[src/include/e1_perf_pkg.sv]
package e1_perf_pkg;

  // register offsets within the receive status page
  localparam logic [4:0] OFS_OVERFLOW_LATCH  = 5'h16;
  localparam logic [4:0] OFS_FRAME_SYNC_LOSS = 5'h17;
  localparam logic [4:0] OFS_ALIGN_BIT_ERR   = 5'h18;
  localparam logic [4:0] OFS_REMOTE_ALARM    = 5'h19;
  localparam logic [4:0] OFS_ERRORED_ALIGN   = 5'h1a;
  localparam logic [4:0] OFS_ALARM_LATCH     = 5'h1b;
  localparam logic [4:0] OFS_VIOLATION_HI    = 5'h1c;
  localparam logic [4:0] OFS_VIOLATION_LO    = 5'h1d;
  localparam logic [4:0] OFS_CHECKSUM_HI     = 5'h1e;
  localparam logic [4:0] OFS_CHECKSUM_LO     = 5'h1f;

  // overflow latch bit positions
  localparam int OVF_FRAME_SYNC_LOSS = 4;
  localparam int OVF_ALIGN_BIT_ERR   = 3;
  localparam int OVF_ERRORED_ALIGN   = 2;
  localparam int OVF_VIOLATION       = 1;
  localparam int OVF_CHECKSUM        = 0;

  // alarm latch bit positions
  localparam int ALM_FAR_END      = 7;
  localparam int ALM_ALL_ONES     = 6;
  localparam int ALM_SLOT16       = 5;
  localparam int ALM_SIGNAL_ABSENT = 4;
  localparam int ALM_AUX_PATTERN  = 3;
  localparam int ALM_MULTIFRAME   = 2;
  localparam int ALM_SLIP         = 1;

  // remote-alarm/crc status bit positions
  localparam int RAC_WINDOW = 1;
  localparam int RAC_LONG   = 0;

  // counter widths
  localparam int CHECKSUM_W  = 10;
  localparam int VIOLATION_W = 16;

  // values after reset
  localparam logic [7:0]  RESET_BYTE = 8'h00;
  localparam logic [15:0] RESET_WORD = 16'h0000;

  // timing
  localparam int CLK_PERIOD_NS  = 4;
  localparam int FRAME_US       = 125;
  localparam int RUN_MIN_MS     = 10;
  localparam int RUN_MAX_MS     = 450;
  localparam int NS_PER_MS      = 1000000;
  // least time rounds up, longest time rounds down
  localparam int RUN_MIN_CYCLES = (RUN_MIN_MS * NS_PER_MS + CLK_PERIOD_NS - 1) / CLK_PERIOD_NS;
  localparam int RUN_MAX_CYCLES = (RUN_MAX_MS * NS_PER_MS) / CLK_PERIOD_NS;
  localparam int RUN_CNT_W      = 27;

  // received-line events, all synchronous to clk
  typedef struct packed {
    logic       frameTick;      // one pulse per 125 us receive frame
    logic       basicSyncLost;  // level: basic frame alignment absent
    logic       fasCheck;       // pulse: an alignment word was checked
    logic [2:0] fasBitErrors;   // bit errors in that word, valid with fasCheck
    logic       lineViolation;  // pulse: bipolar violation
    logic       crcMismatch;    // pulse: submultiframe crc disagreed
    logic       remoteAlarmBit; // level: received remote alarm bit
    logic       eBitLow;        // level: received e bits low
    logic       allOnes;        // level/pulse: all-ones alarm
    logic       slot16AllOnes;  // level/pulse: slot 16 all ones
    logic       signalAbsent;   // level/pulse: line signal lost
    logic       auxPattern;     // level/pulse: auxiliary pattern seen
    logic       multiframeAlarm; // level/pulse: multiframe alarm
    logic       elasticSlip;    // pulse: elastic buffer slipped
  } line_events_s;

  // run qualification states, gray coded along the path
  typedef enum logic [1:0] {
    RUN_IDLE  = 2'b00,
    RUN_SHORT = 2'b01,
    RUN_QUAL  = 2'b11,
    RUN_LONG  = 2'b10
  } run_state_e;

endpackage : e1_perf_pkg

[src/rtl/e1_rx_perf_monitor_status.sv]
`timescale 1ns/1ps
// Summary of operation
// - sync-loss counter counts frames without alignment
// - sync-loss counter clears on alignment loss
// - alignment bit error total in eight bits
// - window flag: run 10-450 ms, clear-on-read
// - long flag high while run exceeds 10 ms
// - errored alignment word counter, once per word
// - latch bit 7 on remote alarm
// - latch bit 6 on all-ones alarm
// - latch bit 5 on slot 16 all-ones
// - latch bit 4 on signal loss
// - latch bit 3 on auxiliary pattern
// - latch bit 2 on multiframe alarm
// - latch bit 1 on slip, bit 0 unused
// - latch bits sticky until latch is read
// - 16-bit violation counter at 1CH/1DH
// - 10-bit crc counter at 1EH/1FH
// - overflow flags latch, cleared on read
module e1_rx_perf_monitor_status
  import e1_perf_pkg::*;
#(
  parameter int RUN_MIN = RUN_MIN_CYCLES, // shorten in simulation
  parameter int RUN_MAX = RUN_MAX_CYCLES  // shorten in simulation
) (
  // clock and reset
  input  wire logic         clk,
  input  wire logic         reset,
  // received line events
  input  wire line_events_s lineEvents,
  // processor port
  input  wire logic [4:0]   cpuAddr,
  input  wire logic         cpuRead,
  input  wire logic         cpuWrite,
  input  wire logic [7:0]   cpuWriteData,
  output logic [7:0]        cpuReadData,
  output logic              cpuReadValid
);

  // add with carry out, shared by every counter
  function automatic logic [16:0] addCarry(input logic [15:0] value,
                                           input logic [15:0] inc);
    addCarry = {1'b0, value} + {1'b0, inc};
  endfunction : addCarry

  // true when the processor reads the given offset this cycle
  function automatic logic readOf(input logic [4:0] ofs);
    readOf = cpuRead && (cpuAddr == ofs);
  endfunction : readOf

  // counters
  logic [7:0]             frameSyncLossCount;     // frame periods out of alignment
  logic [7:0]             next_frameSyncLossCount;
  logic [7:0]             alignBitErrorCount;     // bit errors in alignment words
  logic [7:0]             next_alignBitErrorCount;
  logic [7:0]             erroredAlignCount;      // errored alignment words
  logic [7:0]             next_erroredAlignCount;
  logic [VIOLATION_W-1:0] violationCount;         // bipolar violations
  logic [VIOLATION_W-1:0] next_violationCount;
  logic [CHECKSUM_W-1:0]  checksumCount;          // crc-4 errors
  logic [CHECKSUM_W-1:0]  next_checksumCount;
  logic                   syncLostLast;           // alignment state one cycle ago
  logic [4:0]             overflowSet;            // wrap events this cycle

  // carries computed once, read by counters and overflow latch
  logic [16:0] sumFrameSync;
  logic [16:0] sumAlignBits;
  logic [16:0] sumErrored;
  logic [16:0] sumViolation;
  logic [16:0] sumChecksum;

  // counter next values
  always_comb begin
    sumFrameSync = addCarry({8'h00, frameSyncLossCount}, 16'h0001);
    sumAlignBits = addCarry({8'h00, alignBitErrorCount},
                            {13'h0000, lineEvents.fasBitErrors});
    sumErrored   = addCarry({8'h00, erroredAlignCount}, 16'h0001);
    sumViolation = addCarry(violationCount, 16'h0001);
    sumChecksum  = addCarry({6'h00, checksumCount}, 16'h0001);
    next_frameSyncLossCount = frameSyncLossCount;
    next_alignBitErrorCount = alignBitErrorCount;
    next_erroredAlignCount  = erroredAlignCount;
    next_violationCount     = violationCount;
    next_checksumCount      = checksumCount;
    overflowSet             = 5'h00;
    // entering loss of alignment restarts the count; it takes priority
    if (lineEvents.basicSyncLost && !syncLostLast) begin
      next_frameSyncLossCount = RESET_BYTE;
    end else if (lineEvents.basicSyncLost && lineEvents.frameTick) begin
      next_frameSyncLossCount = sumFrameSync[7:0];
      overflowSet[OVF_FRAME_SYNC_LOSS] = sumFrameSync[8];
    end
    // every checked word adds its error bits; a clean word adds zero
    if (lineEvents.fasCheck) begin
      next_alignBitErrorCount = sumAlignBits[7:0];
      overflowSet[OVF_ALIGN_BIT_ERR] = sumAlignBits[8];
    end
    // one step per bad word whatever the number of wrong bits
    if (lineEvents.fasCheck && (lineEvents.fasBitErrors != 3'h0)) begin
      next_erroredAlignCount = sumErrored[7:0];
      overflowSet[OVF_ERRORED_ALIGN] = sumErrored[8];
    end
    // bipolar violations
    if (lineEvents.lineViolation) begin
      next_violationCount = sumViolation[VIOLATION_W-1:0];
      overflowSet[OVF_VIOLATION] = sumViolation[VIOLATION_W];
    end
    // crc mismatches per submultiframe
    if (lineEvents.crcMismatch) begin
      next_checksumCount = sumChecksum[CHECKSUM_W-1:0];
      overflowSet[OVF_CHECKSUM] = sumChecksum[CHECKSUM_W];
    end
  end

  // counter registers; counters wrap and report it in the overflow latch
  always_ff @(posedge clk or posedge reset) begin
    if (reset) begin
      frameSyncLossCount <= RESET_BYTE;
      alignBitErrorCount <= RESET_BYTE;
      erroredAlignCount  <= RESET_BYTE;
      violationCount     <= RESET_WORD;
      checksumCount      <= '0;
      syncLostLast       <= 1'b0;
    end else begin
      frameSyncLossCount <= next_frameSyncLossCount;
      alignBitErrorCount <= next_alignBitErrorCount;
      erroredAlignCount  <= next_erroredAlignCount;
      violationCount     <= next_violationCount;
      checksumCount      <= next_checksumCount;
      syncLostLast       <= lineEvents.basicSyncLost;
    end
  end

  // sticky latches
  logic [4:0] overflowLatch;      // wrap flags, bits 4..0
  logic [4:0] next_overflowLatch;
  logic [7:1] alarmLatch;         // alarm flags, bit 0 does not exist
  logic [7:1] next_alarmLatch;
  logic [7:1] alarmSet;           // alarm events this cycle

  // latch next values; a new event beats the clear of the same read
  always_comb begin
    alarmSet[ALM_FAR_END]       = lineEvents.remoteAlarmBit;
    alarmSet[ALM_ALL_ONES]      = lineEvents.allOnes;
    alarmSet[ALM_SLOT16]        = lineEvents.slot16AllOnes;
    alarmSet[ALM_SIGNAL_ABSENT] = lineEvents.signalAbsent;
    alarmSet[ALM_AUX_PATTERN]   = lineEvents.auxPattern;
    alarmSet[ALM_MULTIFRAME]    = lineEvents.multiframeAlarm;
    alarmSet[ALM_SLIP]          = lineEvents.elasticSlip;
    // a persisting alarm level sets the flag again right after the read
    if (readOf(OFS_ALARM_LATCH)) begin
      next_alarmLatch = alarmSet;
    end else begin
      next_alarmLatch = alarmLatch | alarmSet;
    end
    if (readOf(OFS_OVERFLOW_LATCH)) begin
      next_overflowLatch = overflowSet;
    end else begin
      next_overflowLatch = overflowLatch | overflowSet;
    end
  end

  // latch registers
  always_ff @(posedge clk or posedge reset) begin
    if (reset) begin
      overflowLatch <= 5'h00;
      alarmLatch    <= 7'h00;
    end else begin
      overflowLatch <= next_overflowLatch;
      alarmLatch    <= next_alarmLatch;
    end
  end

  // remote alarm with continuous e-bit errors: run length timer
  run_state_e           runState;
  run_state_e           next_runState;
  logic [RUN_CNT_W-1:0] runCount;       // cycles the condition has held
  logic [RUN_CNT_W-1:0] next_runCount;
  logic                 windowFlag;     // status bit 1, clear-on-read
  logic                 next_windowFlag;
  logic                 longFlag;       // status bit 0, live level
  logic                 next_longFlag;
  logic                 runActive;      // condition present now
  logic                 windowEnd;      // run broke inside the window

  // timer next values
  always_comb begin
    runActive     = lineEvents.remoteAlarmBit && lineEvents.eBitLow;
    next_runState = runState;
    next_runCount = runCount;
    windowEnd     = 1'b0;
    case (runState)
      RUN_IDLE: begin
        // start counting on the first cycle of the condition
        if (runActive) begin
          next_runState = RUN_SHORT;
          next_runCount = RUN_CNT_W'(1);
        end
      end
      RUN_SHORT: begin
        // still under 10 ms; a break drops the run silently
        if (!runActive) begin
          next_runState = RUN_IDLE;
          next_runCount = '0;
        end else begin
          next_runCount = runCount + RUN_CNT_W'(1);
          if (runCount >= RUN_CNT_W'(RUN_MIN)) begin
            next_runState = RUN_QUAL;
          end
        end
      end
      RUN_QUAL: begin
        // past 10 ms; a break before 450 ms marks the window flag
        if (!runActive) begin
          next_runState = RUN_IDLE;
          next_runCount = '0;
          windowEnd     = 1'b1;
        end else begin
          next_runCount = runCount + RUN_CNT_W'(1);
          if (runCount >= RUN_CNT_W'(RUN_MAX - 1)) begin
            next_runState = RUN_LONG;
          end
        end
      end
      RUN_LONG: begin
        // too long for the window; counter parks to avoid wrap
        if (!runActive) begin
          next_runState = RUN_IDLE;
          next_runCount = '0;
        end
      end
      default: begin
        next_runState = RUN_IDLE;
        next_runCount = '0;
      end
    endcase
    // live level while the run lasts beyond 10 ms
    next_longFlag = runActive && ((runState == RUN_QUAL) || (runState == RUN_LONG)
                    || (next_runState == RUN_QUAL));
    // sticky window flag; the setting event wins over the read
    if (windowEnd) begin
      next_windowFlag = 1'b1;
    end else if (readOf(OFS_REMOTE_ALARM)) begin
      next_windowFlag = 1'b0;
    end else begin
      next_windowFlag = windowFlag;
    end
  end

  // timer registers
  always_ff @(posedge clk or posedge reset) begin
    if (reset) begin
      runState   <= RUN_IDLE;
      runCount   <= '0;
      windowFlag <= 1'b0;
      longFlag   <= 1'b0;
    end else begin
      runState   <= next_runState;
      runCount   <= next_runCount;
      windowFlag <= next_windowFlag;
      longFlag   <= next_longFlag;
    end
  end

  // read mux; registered so the port is glitch free
  logic [7:0] readMux;
  logic [7:0] next_cpuReadData;
  logic       next_cpuReadValid;

  // address decode; the page holds no writable bits at all
  always_comb begin
    readMux = 8'h00; // unmapped and unused bits read as zero
    if (cpuAddr == OFS_OVERFLOW_LATCH) begin
      readMux = {3'h0, overflowLatch};
    end else if (cpuAddr == OFS_FRAME_SYNC_LOSS) begin
      readMux = frameSyncLossCount;
    end else if (cpuAddr == OFS_ALIGN_BIT_ERR) begin
      readMux = alignBitErrorCount;
    end else if (cpuAddr == OFS_REMOTE_ALARM) begin
      readMux = {6'h00, windowFlag, longFlag};
    end else if (cpuAddr == OFS_ERRORED_ALIGN) begin
      readMux = erroredAlignCount;
    end else if (cpuAddr == OFS_ALARM_LATCH) begin
      readMux = {alarmLatch, 1'b0};
    end else if (cpuAddr == OFS_VIOLATION_HI) begin
      readMux = violationCount[15:8];
    end else if (cpuAddr == OFS_VIOLATION_LO) begin
      readMux = violationCount[7:0];
    end else if (cpuAddr == OFS_CHECKSUM_HI) begin
      readMux = {6'h00, checksumCount[9:8]};
    end else if (cpuAddr == OFS_CHECKSUM_LO) begin
      readMux = checksumCount[7:0];
    end
    // writes are accepted and dropped; the byte is never stored
    next_cpuReadValid = cpuRead && !cpuWrite;
    next_cpuReadData  = next_cpuReadValid ? readMux : cpuReadData; // data moves only with valid
  end

  // read port registers
  always_ff @(posedge clk or posedge reset) begin
    if (reset) begin
      cpuReadData  <= RESET_BYTE;
      cpuReadValid <= 1'b0;
    end else begin
      cpuReadData  <= next_cpuReadData;
      cpuReadValid <= next_cpuReadValid;
    end
  end

  // write data has no destination on this status page
  logic unusedWrite;
  assign unusedWrite = ^cpuWriteData;

endmodule : e1_rx_perf_monitor_status

[config.mk]
export PLATFORM = sky130hd
export DESIGN_NAME = e1_rx_perf_monitor_status
export DESIGN_NICKNAME = d
export VERILOG_FILES = /design/src/include/e1_perf_pkg.sv /design/src/rtl/e1_rx_perf_monitor_status.sv
export SDC_FILE = /design/constraint.sdc
export NUM_CORES = 1
export LEC_CHECK = 0
export ABC_CLOCK_PERIOD_IN_PS = 6880
export BUFFER_PORTS_ARGS = -buffer_cell sky130_fd_sc_hd__buf_2
export CAP_MARGIN = 10
export CORE_MARGIN = 2
export CORE_UTILIZATION = 45
export DETAILED_ROUTE_END_ITERATION = 10
export MAX_ROUTING_LAYER = met4
export SYNTH_ARGS = -nofsm -noshare
export SYNTH_HDL_FRONTEND = slang
export SYNTH_SLANG_ARGS = --single-unit
[constraint.sdc]
create_clock -name clk -period 6.88 [get_ports clk]
set_input_delay 0.688 -clock clk [delete_from_list [all_inputs] [get_ports clk]]
set_output_delay 0.688 -clock clk [all_outputs]
set_load 0.02 [all_outputs]
---- Word-level counts from Yosys, hierarchy flattened ----
Index checks and enable logic that the tools add are counted.
word-level totals
  RAM bits ................................ 0
  bits of input ports ..................... 33
  bits in read-only memories .............. 0
  word-level logic and storage cells ...... 94
  bits in latches ......................... 0
  flip-flop bits (word level) ............. 103
  memories kept ........................... 0
  output and inout port bits .............. 9
operators by class
  add/sub/neg operators ................... 6
  multiplexer cells ....................... 35
  divide/modulo/power cells ............... 0
  bitwise operators ....................... 2
  reductions and logical operators ........ 19
  shift-type cells ........................ 0
  $lt $le $gt $ge ......................... 2
  $mul .................................... 0
  equal/unequal tests ..................... 16
operator list
  operator                                                                  number
  8-bit two-way mux                                                         12
  27-bit two-way mux                                                        3
  27-bit case mux with 3 select lines                                       1
  5-bit == test (second input constant)                                     10
  27-bit by 1-bit adder with 27-bit output (second input constant)          1
  27-bit by 22-bit >= comparator with 1-bit output (second input constant)  1
  27-bit >= comparator (second input constant)                              1
  8-bit by 1-bit adder with 9-bit output (second input constant)            2
  16-bit by 1-bit adder with 17-bit output (second input constant)          1
  2-bit two-way mux                                                         6
  10-bit by 1-bit adder with 11-bit output (second input constant)          1
  1-bit two-way mux                                                         10
  8-bit by 3-bit adder with 9-bit output                                    1
  1-bit logical AND                                                         9
  2-bit case mux with 4 select lines                                        1
  7-bit two-way mux                                                         1
  7-bit bitwise OR                                                          1
  2-bit == test (second input constant)                                     3
  5-bit two-way mux                                                         1
  5-bit bitwise OR                                                          1
  2-bit inequality test (second input constant)                             2
  2-bit nonzero test                                                        2
  3-bit nonzero test                                                        1
  2-bit by 1-bit == test with 1-bit output (second input constant)          1
  other kinds (5)                                                           7

---- Logic depth before layout (Yosys ltp) ----
Gate-level depths: netlist (run 1).
  word-level depth ........................ 11
  mapped depth ............................ 7
  gate-level depth less buffers ........... 7

---- Worst setup path after synthesis (run 1) ----
Ideal clock, no wire load.
  kind .................................... input-to-reg
  from .................................... input lineEvents[10] in the netlist's numbering
  to ...................................... register overflowLatch[3]
  required time ........................... 6.813 ns
  library setup time ...................... 0.067 ns
  path buffers ............................ 0
  stages on the path ...................... 7
  slack ................................... 4.993 ns
  data arrival time ....................... 1.820 ns
  cells stage by stage .................... ha_1 -> inv_1 -> fa_1 -> nor2b_1 -> o211ai_1 -> nor2_1 -> a32o_1
on the way
  longest elaborated chain between the ends .. 4
RTL lines
  what                                        line                              text
  from (decl)                                 e1_rx_perf_monitor_status.sv:30   input wire line_events_s lineEvents,
  8-bit by 3-bit adder with 9-bit output (*)  e1_rx_perf_monitor_status.sv:43   addCarry = {1'b0, value} + {1'b0, inc};
  1-bit two-way mux (*)                       e1_rx_perf_monitor_status.sv:94   if (lineEvents.fasCheck) begin
  5-bit bitwise OR                            e1_rx_perf_monitor_status.sv:159  next_overflowLatch = overflowLatch | overflowSet;
  5-bit two-way mux (*)                       e1_rx_perf_monitor_status.sv:156  if (readOf(OFS_OVERFLOW_LATCH)) begin
  via next_overflowLatch[3]                   e1_rx_perf_monitor_status.sv:136  logic [4:0] next_overflowLatch;
  to (signal assigned)                        e1_rx_perf_monitor_status.sv:169  overflowLatch <= next_overflowLatch;
  to (decl)                                   e1_rx_perf_monitor_status.sv:135  logic [4:0] overflowLatch;
Mark *: on every way through the listed nets, which the timed path passes. The rest lies on a longest branch.
A chain may end at the register's enable or synchronous reset.

---- Final worst setup path (run 1) ----
  from .................................... input cpuAddr[1]
  to ...................................... register overflowLatch[2]
on the way
  longest elaborated chain between the ends .. 3
RTL lines
  what                       line                              text
  from (decl)                e1_rx_perf_monitor_status.sv:32   input wire logic [4:0] cpuAddr,
  5-bit == test              e1_rx_perf_monitor_status.sv:48   readOf = cpuRead && (cpuAddr == ofs);
  1-bit logical AND          e1_rx_perf_monitor_status.sv:48
  5-bit two-way mux          e1_rx_perf_monitor_status.sv:156
  via next_overflowLatch[2]  e1_rx_perf_monitor_status.sv:136
The timed path passes the listed nets, and every way through them passes these cells.

==> results.yml, run 1 <==
outcome:
  status: "finished, final reports clean"
grt:
  antenna_found_initial: 0
  grt_pass1_vias: 4229
  grt_first_pass_wirelength_mm: 21.1
  grtUsageTotal_pct: 20.9
  overflow: 0
  grt_max_degree: 85
cts:
  cts_tree: "built"
  htree_num_levels: 3
  cts_sinks: 103
  path_clk_slew_ns: 0.08
  cts_setup_buffers: 0
  post_cts_resized: 0
  cts-buffers-inserted: 9
  root_buffer: "clkbuf_16"
  ctsHoldBuffers: 0
  cts_max_path_buffers: 2
  clk_latency_ns: 0.35
yosys:
  syn_nets: 617
  ys_top_cells_by_area: "dfrtp_1, o21ai_0, nand2_1"
  synth_warnings: 0
  seq_area_frac_synth_pct: 46.6
  yosysUniqueCellTypes: 60
  synth_most_common_cell: "dfrtp_1"
  async_flop_share_pct: 100
  synth_largest_area_cell: "dfrtp_1"
  ys_top_cells_by_count: "dfrtp_1, nand2_1, o21ai_0, nor2_1, nand3_1"
  synth_seq_cells: 103
  netlist_area_mm2: 0.00553
  syn_inst: 574
  synth_top_area_share_pct: 46.6
  synth-edff-count: 0
  synthFlopType: "dfrtp_1"
  postSynthAreaPerCell_um2: 9.63
timing:
  skew_ns: 0.00697
  rsz0062_at_grt: "no"
  finalCritPeriodShare_pct: 30.7
  slew_viol_final: 0
  max_freq_ghz: 0.474
  maxSlewHeadroom_pct: 24.9
  final-hold-violation-count: 0
  setup_viol: 0
  worstMarginPinSlew_ns: 1.12
  finalWorstSetupSlack_ns: 4.77
  finalCriticalPeriod_ns: 2.11
  final.setup.tns_ns: 0
min_path:
  hp-class: "input pin to async pin"
pwr:
  ir_worst_vdd_mv: 0.235
  power_w: 0.00164
  p_leak_nw: 2.63
  p_per_area_mw_per_mm2: 270
critical_path:
  endpoint: "overflowLatch[2]"
  worst_r2r_endpoint: "runCount[23]"
  crit_family: "simple AND/OR/NAND/NOR gates"
  slowest_stage: "nor4b_4"
  end_kind: "flop"
  arrival_ns: 2.36
  path_buf_inv: 1
  cp-start-kind: "input pin"
  crit_start: "cpuAddr[1]"
  cp_slowest_stage_delay_ns: 0.58
  reg2reg_depth: 5
  crit_type: "input pin to flop"
  timing.reg2reg.setup_slack_ns: 4.78
  path_max_fanout: 24
  required_ns: 7.13
  timing.rr.start: "runCount[8]"
  crit_chain: "buf_2 > nor4b_4 > nand2_1 > a32o_1"
  cp.depth: 4
flow_run:
  drv_cap: 0
layout:
  final_util_pct: 50.6
  drive_gt1_share_pct: 12.8
  final_nets: 638
  diodes: 0
  multi_input_area_mm2: 0.00277
  stdcell_area_mm2: 0.00608
  fillers: 1154
  areaGrowthSynthToFinish_pct: 9.98
  seq_area_mm2: 0.00258
routing:
  first_pass_iters: 5
  wire_per_inst_um: 16.6
  first_iter_violations: 349
  ant_nets: 0
  drt-total-wl_mm: 12.4
  viasPerCell: 5.92
  via_count: 4422
  post-route-drc-count: 0
floorplanning:
  design.die.area_mm2: 0.0132
  start_util_pct: 46.0
  die_x_um: 115
  rows: 40
  die_y_um: 115
  ios: 42
  core_mm2: 0.0120
placed_design:
  dp_worst_setup_slack_ns: 4.39
  io_buffer_count: 33
  placed_cell_area_mm2: 0.00577
  dp_hpwl_mm: 8.73
  gp_congestion: 0.828
worst register-to-register path, delay by kind of cell (launching register included):
family           cells  cell delay (ns)
AO/OA/AOI/OAI        1             0.18
flip-flops           1             0.49
AND/OR/NAND/NOR      4             1.34
stage by stage:
step,cells,hold WS (ns)
after floorplan,574,0.444
after global placement,731,0.461
after detailed placement,731,0.470
after CTS,747,0.268
after global routing,747,0.284
final,747,0.271
sequential cells by signal, summed over array words and instances, names as in the netlist:
name,flops
erroredAlignCount,8
checksumCount,10
longFlag,1
alignBitErrorCount,8
violationCount,16
cpuReadValid,1
cpuReadData,8
alarmLatch,7
frameSyncLossCount,8
runCount,27
runState,2
windowFlag,1
syncLostLast,1
overflowLatch,5
how the worst min path moves through the flow:
stage | to | cells past startpoint
after floorplan | overflowLatch[4] | 2
after global placement | alarmLatch[1] | 1
after detailed placement | alarmLatch[5] | 1
after CTS | runCount[8] | 2
after global routing | runCount[8] | 2
final | runCount[8] | 2
area by class of cell:
type,count,share of cell area [%]
clock buffer,9,3.70
timing repair buffer,36,3.09
sequential,103,42.4
clock inverter,7,1.32
multi-input combinational,430,45.5
tap,147,3.03
inverter,15,0.967
power breakdown:
part	switching [W]	leakage, nW	internal (W)
combinational	0.000152	1.16	0.000151
sequential	0.000114	1.32	0.000698
clock	0.000241	0.148	0.000287
total	0.000507	2.63	0.00114
layout by cell type, fill, tap and decap left out, types with 4 or more instances in the layout:
cell,count
nor2b_1,5
o41ai_1,4
a31oi_1,10
buf_2,33
nor3_1,6
a21oi_1,20
a22oi_1,5
inv_1,13
nor2_1,44
nor4_1,7
nand2_1,62
xnor2_1,25
xor2_1,17
o31ai_1,6
clkbuf_16,9
dfrtp_1,103
a22o_1,8
ha_1,9
nand3_1,33
mux2i_1,9
nand4_1,22
a21o_1,7
o21ai_0,59
and3_1,8
mux2_2,12
cells by family (layout without fill, tap and decap cells):
| group | after synthesis | in the layout | synth area share, % |
|---|---|---|---|
| AND/OR/NAND/NOR | 213 | 213 | 20.0 |
| AO/OA/AOI/OAI | 142 | 142 | 16.1 |
| flip-flops | 103 | 103 | 46.6 |
| XOR/XNOR | 42 | 42 | 6.65 |
| buffers and inverters | 41 | 67 | 3.33 |
| multiplexers | 23 | 23 | 4.89 |
| adder cells (fa/ha/maj) | 10 | 10 | 2.40 |
per-layer routing:
layer | wire length [um] | global-route usage [%] | vias up
li1 | - | - | 2138
met1 | 5990 | 28.8 | 2179
met2 | 5770 | 31.9 | 98
met3 | 566 | 4.74 | 7
met4 | 93 | 4.34 | 0
met5 | 0 | - | -
No activity file was read; power rests on OpenSTA's default activity.
==> run 2: changes to the inputs <==
--- a/config.mk
+++ b/config.mk
@@ -5,7 +5,7 @@
 export SDC_FILE = /design/constraint.sdc
 export NUM_CORES = 1
 export LEC_CHECK = 0
-export ABC_CLOCK_PERIOD_IN_PS = 6880
+export ABC_CLOCK_PERIOD_IN_PS = 1990
 export BUFFER_PORTS_ARGS = -buffer_cell sky130_fd_sc_hd__buf_2
 export CAP_MARGIN = 10
 export CORE_MARGIN = 2
==> constraint.sdc (replaced) <==
create_clock -name clk -period 1.99 [get_ports clk]
set_input_delay 0.199 -clock clk [delete_from_list [all_inputs] [get_ports clk]]
set_output_delay 0.199 -clock clk [all_outputs]
set_load 0.02 [all_outputs]
==> run 2 against run 1 <==
Non-clock buffer count grew 24. Cell count grew 3.2%. Via count grew 0.79%. Clock power grew to 3.5 times the previous value. First-iteration DRC count shrank 1.1%. Die area is the same. Global-route usage shrank 0.074 points. Sequential share of layout area shrank 1.6 points. Wire length grew 0.19%. Register-to-register slack lost 4.6 ns. Critical path depth grew 3. Critical endpoint is now runCount[26]. Largest cell class unchanged. Largest power group unchanged.
==> results.yml, run 2 (synthesis results as in run 1) <==
outcome:
  status: "finished, final reports clean"
flow_run:
  drv_cap: 0
routing:
  wl_met2_mm: 5.74
  wl_met1_mm: 6.14
  top_layer_used: "met4"
  first_iter_violations: 345
  wl_met3_um: 423
  wire_per_inst_um: 16.1
  drt-total-wl_mm: 12.4
  post-route-drc-count: 0
  viasPerCell: 5.78
  ant_nets: 0
  first_pass_iters: 4
  via_count: 4457
timing:
  maxSlewHeadroom_pct: 65.9
  skew_ns: 0.00787
  setup_viol: 0
  max_freq_ghz: 0.547
  finalCritPeriodShare_pct: 91.9
  finalCriticalPeriod_ns: 1.83
  worstMarginPinSlew_ns: 0.505
  slew_viol_final: 0
  final-hold-violation-count: 0
  rsz0062_at_grt: "no"
  whs_ns: 0.0225
  final.setup.tns_ns: 0
pwr:
  power_w: 0.00571
  p_leak_nw: 2.76
  p_per_area_mw_per_mm2: 903
  ir_worst_vdd_mv: 0.596
placed_design:
  dp_hpwl_mm: 9.17
  gp_congestion: 0.874
  dp_cells: 753
  io_buffer_count: 33
floorplanning:
  rows: 40
  die_x_um: 115
  ios: 42
  design.die.area_mm2: 0.0132
  start_util_pct: 46.0
  core_mm2: 0.0120
  die_y_um: 115
cts:
  clk_latency_ns: 0.35
  cts-buffers-inserted: 9
  htree_num_levels: 3
  root_buffer: "clkbuf_16"
  cts_tree: "built"
  cts_sinks: 103
  cts_max_path_buffers: 2
  path_clk_slew_ns: 0.07
min_path:
  hold_path.startpoint: "lineEvents[14]"
  min_path_cells: 1
  hp-class: "input pin to flop"
critical_path:
  end_kind: "flop"
  timing.rr.start: "runCount[1]"
  cp-start-kind: "flop"
  reg2reg_depth: 7
  crit_start: "runCount[1]"
  path_max_fanout: 8
  arrival_ns: 2.12
  crit_type: "flop to flop"
  required_ns: 2.28
layout:
  final_cell_mix: "dfrtp_1, nand2_1, o21ai_0, nor2_1"
  top_regs: "runCount: 27 flops, violationCount: 16 flops, checksumCount: 10 flops"
  drive_gt1_share_pct: 15.9
  final_common_cell: "dfrtp_1"
  diodes: 0
  areaGrowthSynthToFinish_pct: 14.3
  fin_cells: 771
  largest_register_ffs: 27
  final_nets: 662
  fillers: 1113
  top_register: "runCount"
grt:
  grtUsageTotal_pct: 20.8
  antenna_found_initial: 0
  grt_pass1_vias: 4275
  grt_max_degree: 43
  overflow: 0
  grt_first_pass_wirelength_mm: 21.0
==> run 2: final timing paths <==
check | slack, ns | to
max | 0.16 | runCount[26]
min | 0.02 | syncLostLast
max reg2reg | 0.16 | runCount[26]
min reg2reg | 0.48 | alarmLatch[2]
max in group asynchronous | 1.02 | runCount[6]
min in group asynchronous | 0.40 | runCount[3]
==> run 2: repair_timing <==
action / 4_1_cts / 5_1_grt
setup endpoints to repair: 0 / 2
buffers inserted: 0 / 1
gates resized for setup: 0 / 0
hold buffers: 1 / 0
endpoints found under the hold margin: 15 / 0
==> run 2: area by class of cell <==
type / instances / area (um2) / area share, %
clock inverter: 5 / 65.1 / 1.03
clock buffer: 11 / 243 / 3.84
sequential: 103 / 2580 / 40.8
multi-input combinational: 430 / 2770 / 43.8
tap: 147 / 184 / 2.91
timing repair buffer: 60 / 420 / 6.66
inverter: 15 / 60.1 / 0.951
==> run 2: worst max-delay path, stage by stage, from the launching register on <==
cell and delay [ns]:
dfrtp_1 0.41, ha_1 0.29, nand4_4 0.15, nor3_4 0.25, buf_12 0.15, nand4_1 0.11
or3_1 0.33, nand3_1 0.09
==> run 2: stage by stage <==
step,utilization (%),area (um2),setup WS (ns)
2_1_floorplan,-,5530,0.285
4_1_cts,52.4,6300,0.0935
5_1_grt,52.6,6320,0.0327
6_report,52.6,6320,0.161
3_5_place_dp,49.8,5980,0.115
3_3_place_gp,49.8,5980,0.169
==> run 2: power breakdown <==
part           leakage, nW  switching (W)  internal (W)  total, W
Clock                0.144       0.000804       0.00102   0.00183
Combinational         1.29       0.000532      0.000545   0.00108
Sequential            1.32       0.000387       0.00241   0.00280
Total                 2.76        0.00172       0.00398   0.00571
==> run 2: routing by layer <==
metal  vias to the layer above  global-route usage (%)
met5                         -                       -
met4                         0                    4.50
met3                        11                    5.06
met2                        75                    31.4
met1                      2194                    28.8
li1                       2177                       -
==> run 3: changes to the inputs <==
--- a/config.mk
+++ b/config.mk
@@ -8,10 +8,11 @@
 export ABC_CLOCK_PERIOD_IN_PS = 1990
 export BUFFER_PORTS_ARGS = -buffer_cell sky130_fd_sc_hd__buf_2
 export CAP_MARGIN = 10
-export CORE_MARGIN = 2
-export CORE_UTILIZATION = 45
+export CORE_MARGIN = 8
+export CORE_UTILIZATION = 60
 export DETAILED_ROUTE_END_ITERATION = 10
 export MAX_ROUTING_LAYER = met4
+export PLACE_DENSITY = 0.8
 export SYNTH_ARGS = -nofsm -noshare
 export SYNTH_HDL_FRONTEND = slang
 export SYNTH_SLANG_ARGS = --single-unit
==> run 3 against run 2 <==
Clock power shrank 15%. Largest cell class unchanged. Total power shrank 4.0%. Largest power group unchanged. Critical endpoint is now runCount[20]. Sequential power is essentially flat. Combinational power is essentially flat. Worst hold slack lost 0.0084 ns. Maximum frequency shrank 0.99%. Wire length is essentially flat. Cell count shrank 4.7%. Die area shrank 4.9%.
==> results.yml, run 3 (synthesis results as in run 1) <==
outcome:
  status: "finished, final reports clean"
cts:
  cts_sinks: 103
  clk_latency_ns: 0.36
  htree_num_levels: 3
  cts-buffers-inserted: 9
  path_clk_slew_ns: 0.10
  cts_tree: "built"
  root_buffer: "clkbuf_8"
  cts_max_path_buffers: 2
layout:
  final_cell_mix: "dfrtp_1, nand2_1, o21ai_0, nor2_1"
  final_common_cell: "dfrtp_1"
  largest_register_ffs: 27
  diodes: 0
  final_nets: 662
  final_util_pct: 67.8
  top_register: "runCount"
  top_regs: "runCount: 27 flops, violationCount: 16 flops, checksumCount: 10 flops"
  fin_cells: 735
  areaGrowthSynthToFinish_pct: 11.8
  drive_gt1_share_pct: 16.0
floorplanning:
  ios: 42
  die_x_um: 112
  die_y_um: 112
  design.die.area_mm2: 0.0125
  core_mm2: 0.00911
  rows: 35
  start_util_pct: 60.7
routing:
  via_count: 4524
  first_pass_iters: 5
  post-route-drc-count: 0
  viasPerCell: 6.16
  ant_nets: 0
  wire_per_inst_um: 16.9
  first_iter_violations: 279
  drt-total-wl_mm: 12.4
critical_path:
  cp-start-kind: "flop"
  timing.rr.start: "runCount[1]"
  endpoint: "runCount[20]"
  reg2reg_depth: 7
  crit_type: "flop to flop"
  worst_r2r_endpoint: "runCount[20]"
  arrival_ns: 2.08
  end_kind: "flop"
  path_max_fanout: 6
  required_ns: 2.22
  timing.reg2reg.setup_slack_ns: 0.14
  crit_start: "runCount[1]"
grt:
  grt_pass1_vias: 4561
  grtUsageTotal_pct: 21.4
  grt_first_pass_wirelength_mm: 21.7
  grt_max_degree: 44
  overflow: 0
  antenna_found_initial: 0
timing:
  finalCriticalPeriod_ns: 1.85
  finalWorstSetupSlack_ns: 0.143
  max_freq_ghz: 0.541
  setup_viol: 0
  worstMarginPinSlew_ns: 0.555
  final-hold-violation-count: 0
  slew_viol_final: 0
  skew_ns: 0.0135
  maxSlewHeadroom_pct: 62.9
  finalCritPeriodShare_pct: 92.8
pwr:
  clkPwrFrac_pct: 28.6
  p_per_area_mw_per_mm2: 886
  switching_share_pct: 30.6
  power.internal_w: 0.00380
  p_comb_share_pct: 20.0
  ir_worst_vdd_mv: 0.454
  seqPwrFrac_pct: 51.5
  switchingPower_w: 0.00168
  p_leak_nw: 2.72
flow_run:
  drv_cap: 0
placed_design:
  io_buffer_count: 33
  gp_congestion: 0.898
  dp_hpwl_mm: 9.06
  dp_cells: 715
  dp_worst_setup_slack_ns: 0.0999
min_path:
  hp-class: "input pin to flop"
-- run 3: power groups by stage --
stage                     Combinational [W]  Clock [W]  Sequential, W
after floorplan                    0.000781          0        0.00275
after global placement              0.00102          0        0.00281
after detailed placement            0.00108          0        0.00285
after CTS                           0.00110    0.00160        0.00281
after global routing                0.00122    0.00168        0.00287
final                               0.00109    0.00156        0.00282
-- run 3: worst min path at each step --
| stage | startpoint | to | cells after the start |
|---|---|---|---|
| after floorplan | lineEvents[14] | syncLostLast | 0 |
| after global placement | reset | checksumCount[0] | 2 |
| after detailed placement | reset | checksumCount[0] | 2 |
| after CTS | lineEvents[14] | syncLostLast | 1 |
| after global routing | lineEvents[2] | alarmLatch[3] | 2 |
| final | lineEvents[1] | alarmLatch[2] | 2 |
-- run 3: area by class of cell --
class                   instances  area (um2)
clock buffers                  10         128
fillers                       712        2930
clock inverters                 6         116
flip-flops and latches        103        2580
inverters                      15        60.1
repair buffers                 60         385
well taps                     111         139
multi-input cells             430        2770
-- run 3: repair_timing --
action | CTS | global route
hold buffers | 1 | 1
hold endpoints to repair | 17 | 1
gates resized for setup | 0 | 3
buffers inserted | 0 | 2
setup endpoints to repair | 0 | 4
-- run 3: metal layers --
layer / share of wire (%) / track usage (%) / up-vias
met1: 43 / 25.8 / 2211
li1: - / - / 2187
met5: 0 / - / -
met3: 4.4 / 3.73 / 29
met2: 51 / 35.9 / 97
met4: 1.7 / 6.74 / 0
-- run 3: stage by stage --
stage	hold slack [ns]	cell area [um2]	total power, W	TNS, ns
6_report	0.0141	6180	0.00548	0
2_1_floorplan	0.230	5530	0.00354	0
3_5_place_dp	0.234	5890	0.00393	0
5_1_grt	0.00870	6180	0.00576	-0.0341
3_3_place_gp	0.233	5890	0.00383	0
4_1_cts	0.00173	6150	0.00551	0
-- run 3: critical path: stages (launching register included) --
cell	delay, ns
dfrtp_1	0.42
ha_2	0.27
nand4_4	0.12
nor3_4	0.37
buf_4	0.19
a31oi_1	0.08
o21ai_1	0.17
o31ai_1	0.09
